## src/sarsr_pkg.sv

```systemverilog
package sarsr_pkg;
    localparam int          RESULT_BITS       = 12;
    localparam int          FRAME_CLOCKS      = 16;
    localparam int          HOLD_CLOCKS       = FRAME_CLOCKS - RESULT_BITS;
    localparam int          CLK_PERIOD_PS     = 10000;
    localparam int          ACQUISITION_TIME_PS = 62500;
    localparam int          OUTPUT_VALID_DELAY_PS = 30000;
    localparam int          ACQ_CYCLES        =
        (ACQUISITION_TIME_PS + CLK_PERIOD_PS - 1) / CLK_PERIOD_PS;
    localparam logic [11:0] SIGNED_MID_CODE   = 12'h000;
    localparam logic [11:0] UNSIGNED_MID_CODE = 12'h100;
    localparam int          FIFO_DEPTH        = 32;
    typedef enum logic [1:0] {SARSR_IDLE, SARSR_HOLD, SARSR_DECIDE}
        sarsr_state_e;
endpackage

```

## src/sarsr_core.sv

```systemverilog
`timescale 1ns/1ps
// How it works
// A frame lasts 16 serial clocks: 4 hold clocks, then 12 decisions.
// Each decision clock tests one result bit against the held sample.
// Host keeps chip select high at least 62.5 ns between frames.
// Host samples each output bit on the falling edge ending it.
// Output format is unsigned or signed, fixed by a parameter.
// Mid-scale input gives 0h000 signed, 0h100 unsigned.
// Each frame shifts out the result of the previous conversion.
// Chip select falling ends acquisition and starts conversion.
// Result goes out MSB first, driven only while chip select is low.
module sarsr_core
    import sarsr_pkg::*;
#(
    parameter bit SIGNED_OUT = 1'b0,
    parameter int DEPTH      = FIFO_DEPTH
) (
    input  wire logic        clk,             // 100 MHz system clock
    input  wire logic        reset,           // Async reset, high
    input  wire logic        chip_select_n,   // Frame select pin, low
    input  wire logic        serial_clk,      // Serial clock pin
    input  wire logic [11:0] sample_in,       // Input sample code
    output logic             serial_data_out, // Serial result
    output logic             serial_data_oe,  // Output enable
    output logic [11:0]      result_data,     // Converted word
    output logic             result_valid,    // Result word available
    input  wire logic        result_ready,    // Result consumer ready
    output logic             acq_short        // Acquisition too brief
);
    logic [2:0]   cs_sync;
    logic [2:0]   sck_sync;
    logic         cs_fall;
    logic         sck_fall;
    logic         sck_rise;
    sarsr_state_e state;
    sarsr_state_e next_state;
    logic [4:0]   clk_cnt;
    logic [4:0]   next_clk_cnt;
    logic [11:0]  held;
    logic [11:0]  next_held;
    logic [11:0]  trial;
    logic [11:0]  next_trial;
    logic [11:0]  sar;
    logic [11:0]  next_sar;
    logic [11:0]  shift;
    logic [11:0]  next_shift;
    logic [11:0]  last_code;
    logic [11:0]  next_last_code;
    logic         dout;
    logic         next_dout;
    logic [3:0]   acq_cnt;
    logic [3:0]   next_acq_cnt;
    logic         next_acq_short;
    logic         done;
    logic         fifo_in_ready;
    logic [11:0]  fmt_code;
    // Variant's output for a mid-scale sample
    localparam logic [11:0] MID_CODE =
        SIGNED_OUT ? SIGNED_MID_CODE : UNSIGNED_MID_CODE;

    // First stage only feeds second; edges use stages 1..2 after sync
    always_ff @(posedge clk or posedge reset)
    begin
        if (reset)
        begin
            cs_sync  <= 3'h7;
            sck_sync <= 3'h0;
        end
        else
        begin
            cs_sync  <= {cs_sync[1:0], chip_select_n};
            sck_sync <= {sck_sync[1:0], serial_clk};
        end
    end

    always_comb
    begin
        cs_fall  = cs_sync[2] && !cs_sync[1];
        sck_fall = sck_sync[2] && !sck_sync[1];
        sck_rise = !sck_sync[2] && sck_sync[1];
    end

    always_comb
    begin
        next_state     = state;
        next_clk_cnt   = clk_cnt;
        next_held      = held;
        next_trial     = trial;
        next_sar       = sar;
        next_shift     = shift;
        next_last_code = last_code;
        next_dout      = dout;
        next_acq_cnt   = acq_cnt;
        next_acq_short = acq_short;
        done           = 1'b0;
        if (cs_sync[1] && acq_cnt != 4'(ACQ_CYCLES))
            next_acq_cnt = acq_cnt + 4'h1;
        unique case (state)
            SARSR_IDLE:
            begin
                if (cs_fall)
                begin
                    next_acq_short = acq_cnt < 4'(ACQ_CYCLES);
                    next_acq_cnt   = 4'h0;
                    next_state     = SARSR_HOLD;
                    next_clk_cnt   = 5'h0;
                    next_held      = sample_in;
                    next_sar       = 12'h000;
                    next_trial     = 12'h800;
                    next_shift     = last_code;
                    next_dout      = last_code[11];
                end
            end
            SARSR_HOLD, SARSR_DECIDE:
            begin
                if (cs_sync[1])
                    next_state = SARSR_IDLE;
                else
                begin
                    if (sck_fall)
                    begin
                        next_shift = {shift[10:0], 1'b0};
                        next_dout  = shift[10];
                    end
                    if (sck_rise)
                    begin
                        next_clk_cnt = clk_cnt + 5'h1;
                        if (clk_cnt == 5'(HOLD_CLOCKS - 1))
                            next_state = SARSR_DECIDE;
                        if (state == SARSR_DECIDE)
                        begin
                            // Keep the trial bit if held sample is not below
                            if (held >= (sar | trial))
                                next_sar = sar | trial;
                            next_trial = trial >> 1;
                            if (clk_cnt == 5'(FRAME_CLOCKS - 1))
                                next_state = SARSR_IDLE;
                        end
                    end
                end
            end
            default: next_state = SARSR_IDLE;
        endcase
        // Formatted from next_sar so the last decision is included
        fmt_code = next_sar - 12'h800 + MID_CODE;
        if (state == SARSR_DECIDE && next_state == SARSR_IDLE
            && next_clk_cnt == 5'(FRAME_CLOCKS))
        begin
            done           = 1'b1;
            next_last_code = fmt_code;
        end
    end

    always_ff @(posedge clk or posedge reset)
    begin
        if (reset)
        begin
            state     <= SARSR_IDLE;
            clk_cnt   <= 5'h0;
            held      <= 12'h000;
            trial     <= 12'h000;
            sar       <= 12'h000;
            shift     <= 12'h000;
            last_code <= 12'h000;
            dout      <= 1'b0;
            acq_cnt   <= 4'h0;
            acq_short <= 1'b0;
        end
        else
        begin
            state     <= next_state;
            clk_cnt   <= next_clk_cnt;
            held      <= next_held;
            trial     <= next_trial;
            sar       <= next_sar;
            shift     <= next_shift;
            last_code <= next_last_code;
            dout      <= next_dout;
            acq_cnt   <= next_acq_cnt;
            acq_short <= next_acq_short;
        end
    end

    always_comb
    begin
        serial_data_oe  = state != SARSR_IDLE;
        serial_data_out = serial_data_oe ? dout : 1'b0;
    end

    sarsr_fifo #(
        .WIDTH (12),
        .DEPTH (DEPTH)
    ) u_fifo (
        .clk       (clk),
        .reset     (reset),
        .in_data   (fmt_code),
        .in_valid  (done),
        .in_ready  (fifo_in_ready),
        .out_data  (result_data),
        .out_valid (result_valid),
        .out_ready (result_ready)
    );
endmodule

```

## src/sarsr_fifo.sv

```systemverilog
`timescale 1ns/1ps
module sarsr_fifo #(
    parameter int WIDTH = 12,
    parameter int DEPTH = 32
) (
    input  wire logic             clk,       // System clock
    input  wire logic             reset,     // Async reset, high
    input  wire logic [WIDTH-1:0] in_data,   // Write data
    input  wire logic             in_valid,  // Write request
    output logic                  in_ready,  // Not full
    output logic      [WIDTH-1:0] out_data,  // Head word
    output logic                  out_valid, // Not empty
    input  wire logic             out_ready  // Read accept
);
    localparam int AW = $clog2(DEPTH);
    logic [WIDTH-1:0] mem [DEPTH];
    logic [AW:0]      wr_ptr;
    logic [AW:0]      rd_ptr;
    logic [AW:0]      next_wr_ptr;
    logic [AW:0]      next_rd_ptr;
    logic             push;
    logic             pop;

    always_comb
    begin
        in_ready    = (wr_ptr - rd_ptr) != (AW+1)'(DEPTH);
        out_valid   = wr_ptr != rd_ptr;
        push        = in_valid && in_ready;
        pop         = out_valid && out_ready;
        next_wr_ptr = push ? wr_ptr + 1'b1 : wr_ptr;
        next_rd_ptr = pop ? rd_ptr + 1'b1 : rd_ptr;
        out_data    = mem[rd_ptr[AW-1:0]];
    end

    always_ff @(posedge clk or posedge reset)
    begin
        if (reset)
        begin
            wr_ptr <= '0;
            rd_ptr <= '0;
        end
        else
        begin
            wr_ptr <= next_wr_ptr;
            rd_ptr <= next_rd_ptr;
        end
    end

    always_ff @(posedge clk)
    begin
        if (push)
            mem[wr_ptr[AW-1:0]] <= in_data;
    end
endmodule

```

## config.mk

```make
export PLATFORM = sky130hd
export DESIGN_NAME = sarsr_core
export DESIGN_NICKNAME = d
export VERILOG_FILES = /design/src/sarsr_pkg.sv /design/src/sarsr_core.sv /design/src/sarsr_fifo.sv
export SDC_FILE = /design/constraint.sdc
export NUM_CORES = 1
export LEC_CHECK = 0
export ABC_CLOCK_PERIOD_IN_PS = 7200
export BUFFER_PORTS_ARGS = -buffer_cell sky130_fd_sc_hd__buf_4
export CAP_MARGIN = 30
export CORE_MARGIN = 1.5
export CORE_UTILIZATION = 45
export DETAILED_ROUTE_END_ITERATION = 8
export PLACE_DENSITY = 0.68
export SYNTH_ARGS = -nofsm -noshare
export SYNTH_HDL_FRONTEND = slang
export SYNTH_SLANG_ARGS = --single-unit
export TNS_END_PERCENT = 20
```

## constraint.sdc

```tcl
create_clock -name clk -period 7.2 [get_ports clk]
set_input_delay 0.72 -clock clk [delete_from_list [all_inputs] [get_ports clk]]
set_output_delay 0.72 -clock clk [all_outputs]
set_load 0.005 [all_outputs]
```

==> metrics.csv <==
metric,value,unit
die_h,210,um
wl_per_cell,23.3,um
drtIter0Drc,922,
worst_ep_arrival_time,4.81,ns
final_common_cell,edfxtp_1,
synthDistinctLibCells,61,
ioPinCount,33,
clockRootBuffer,clkbuf_16,
final_cell_mix,"edfxtp_1, mux4_2, nand2_1",
synth_simple_gate_area_share,5.84,%
cts_tree,built,
syn_inst,1071,
setup_viol,0,
hold_viol,0,
slowest_stage,nor2_1,
leakagePower,0.00804,uW
portBuffers,32,
synth_top_area_share,60.0,%
post-route-period-util,63.9,%
seq_area_frac_synth,71.8,%
post_cts_buffers,0,
status,"complete, no violations",
worst-path-buf-inv,2,
firstDrtPassIters,5,
cp-end-kind,register,
worstSkewPairLatency,0.59,ns
hold_path_class,primary input to async pin,
path_clk_slew,0.06,ns
grt_pass1_vias,9997,
fmax,217,MHz
power_density,308,nW/um^2
syn_nets,1116,
reg2reg_slack,2.60,ns
drtAntennaViolNets,0,
cpPeakStageDelay,1.05,ns
start_util,45.7,%
synth_area_leaders,"edfxtp_1, mux4_2, dfrtp_1",
period_minus_slack,4.60,ns
area_delta_synth_final,14.9,%
synthMuxAreaShare,15.7,%
switching_power,1780,uW
fin_nets,1196,
fin_skew,0.0277,ns
place.gp.congestion,0.829,
p_clk_share,36.4,%
grt.total_usage,18.9,%
avgViaCountPerCell,5.74,
ys_ff_latch,474,
cp_cell_sequence,inv_1 > ha_1 > inv_1 > o21ai_1 > a32oi_1 > nor2_1 > nand4_1 > nor2_1,
critical_path_class,register to register,
via_count,9925,
synth_edf_count,384,
synth_fa_ha_area_share,1.82,%
swShare,26.2,%
grt_antenna_before_repair,0,
syn_area_per_cell,17.9,sq um
rr_endpoint,u_fifo.mem[11][11],
p_comb_share,16.8,%
nFillCells,3344,
layout-drive-gt1-share,25.7,%
synth_area,19200,sq um
register_area,13800,sq um
slew_violations,0,
rsz0062_at_grt,no,
multi_input_area,5210,sq um
cts.repair.resized,0,
worstPathRequired,7.40,ns
hold_buffers,0,
crit_family,simple AND/OR/NAND/NOR gates,
internal_power,5020,uW
die_width,210,um
grt_pass1_wl,61600,um
core_area,42000,sq um
numCtsBuffers,48,
seq_power_share,46.8,%
tightest_slew,1.04,ns
grt_max_degree,63,
synthXorXnorAreaFrac,0.638,%
clockBufferDepth,3,
rows,75,
slew_headroom,30.6,%
reg2regPathDepth,8,
finalPower,6800,uW
clkSinkCount,474,
grt.overflow.total,0,
dieArea,43900,sq um
start_kind,register,
synth_compound_area_share,2.86,%
tns,0,ns
wirelength,40300,um
diodes,0,
yosysTopAreaCell,edfxtp_1,
r2r-start,state[1],
ys_async_sr_fraction,19.0,%
synth-warning-count,0,
h-tree-depth,2,
synth_top_family_by_area,multiplexers,
cp_max_fo,12,
post-route-drc-count,0,
dpl.hpwl,25600,um
ir_drop,201,uV
ys.flop_type,edfxtp_1,
drv_cap,0,
[kinds of logic after synthesis]
group / count (synthesis)
compound gates: 89
xor+xnor: 14
fa+ha+maj: 28
buf+inv: 70
flops: 474
mux: 149
simple gates: 247
[through the flow]
step / util, % / hold slack, ns / instances / worst slack (ns) / area, sq um
global route: 52.5 / 0.222 / 1728 / 2.40 / 22100
finish: 52.5 / 0.231 / 1728 / 2.60 / 22100
global placement: 47.8 / 0.340 / 1605 / 2.75 / 20100
floorplan: - / 0.331 / 1071 / 3.47 / 19200
detailed placement: 48.5 / 0.336 / 1635 / 2.69 / 20400
CTS: 52.3 / 0.210 / 1723 / 2.68 / 22000
[worst max-delay path by stage]
| stage | to | slack (ns) | startpoint | cells after the start |
|---|---|---|---|---|
| global route | u_fifo.mem[27][2] | 2.40 | state[0] | 8 |
| finish | u_fifo.mem[11][11] | 2.60 | state[1] | 8 |
| floorplan | u_fifo.mem[0][8] | 3.47 | trial[0] | 8 |
| detailed placement | u_fifo.mem[15][6] | 2.69 | state[1] | 8 |
| CTS | u_fifo.mem[15][4] | 2.68 | state[0] | 8 |
| global placement | u_fifo.mem[23][9] | 2.75 | state[1] | 9 |
[power by group through the flow]
stage,Combinational [uW],Sequential [uW],Clock [uW]
after floorplan,939,3150,0
after global placement,1050,3300,0
after detailed placement,1170,3240,0
after CTS,1170,3190,2530
after global routing,1270,3200,2640
final,1140,3190,2480
[layer usage]
metal	part of all wire [%]	wire length, um	vias to the layer above	track usage [%]
met5	0	0	-	0
met4	2.9	1190	0	6.62
met3	6.4	2570	80	3.71
met2	46	18500	316	28.6
met1	45	18000	5173	27.7
li1	-	-	4356	-
[cell type report]
type / count / share of cell area (%)
repair buffers: 79 / 3.29
clock inverters: 19 / 0.952
clock buffers: 69 / 6.22
well taps: 539 / 3.06
flip-flops and latches: 474 / 62.5
multi-input cells: 527 / 23.6
inverters: 21 / 0.369
[state kept, by name, summed over array words and instances, names as in the netlist]
name,cells
acq_short,1
shift,11
u_fifo.mem,384
acq_cnt,4
sar,12
trial,12
sck_sync,3
u_fifo.wr_ptr,6
held,12
clk_cnt,5
cs_sync,3
dout,1
last_code,12
state,2
u_fifo.rd_ptr,6
[synth_stat cells (8+ instances only)]
master / number
edfxtp_1: 384
mux4_2: 120
nand2_1: 114
dfrtp_1: 87
nor2_1: 77
clkbuf_1: 32
a21oi_1: 29
ha_1: 28
o21ai_0: 27
inv_1: 20
mux2i_1: 16
buf_1: 11
mux2_1: 8
No activity file was read; power rests on OpenSTA's default activity.
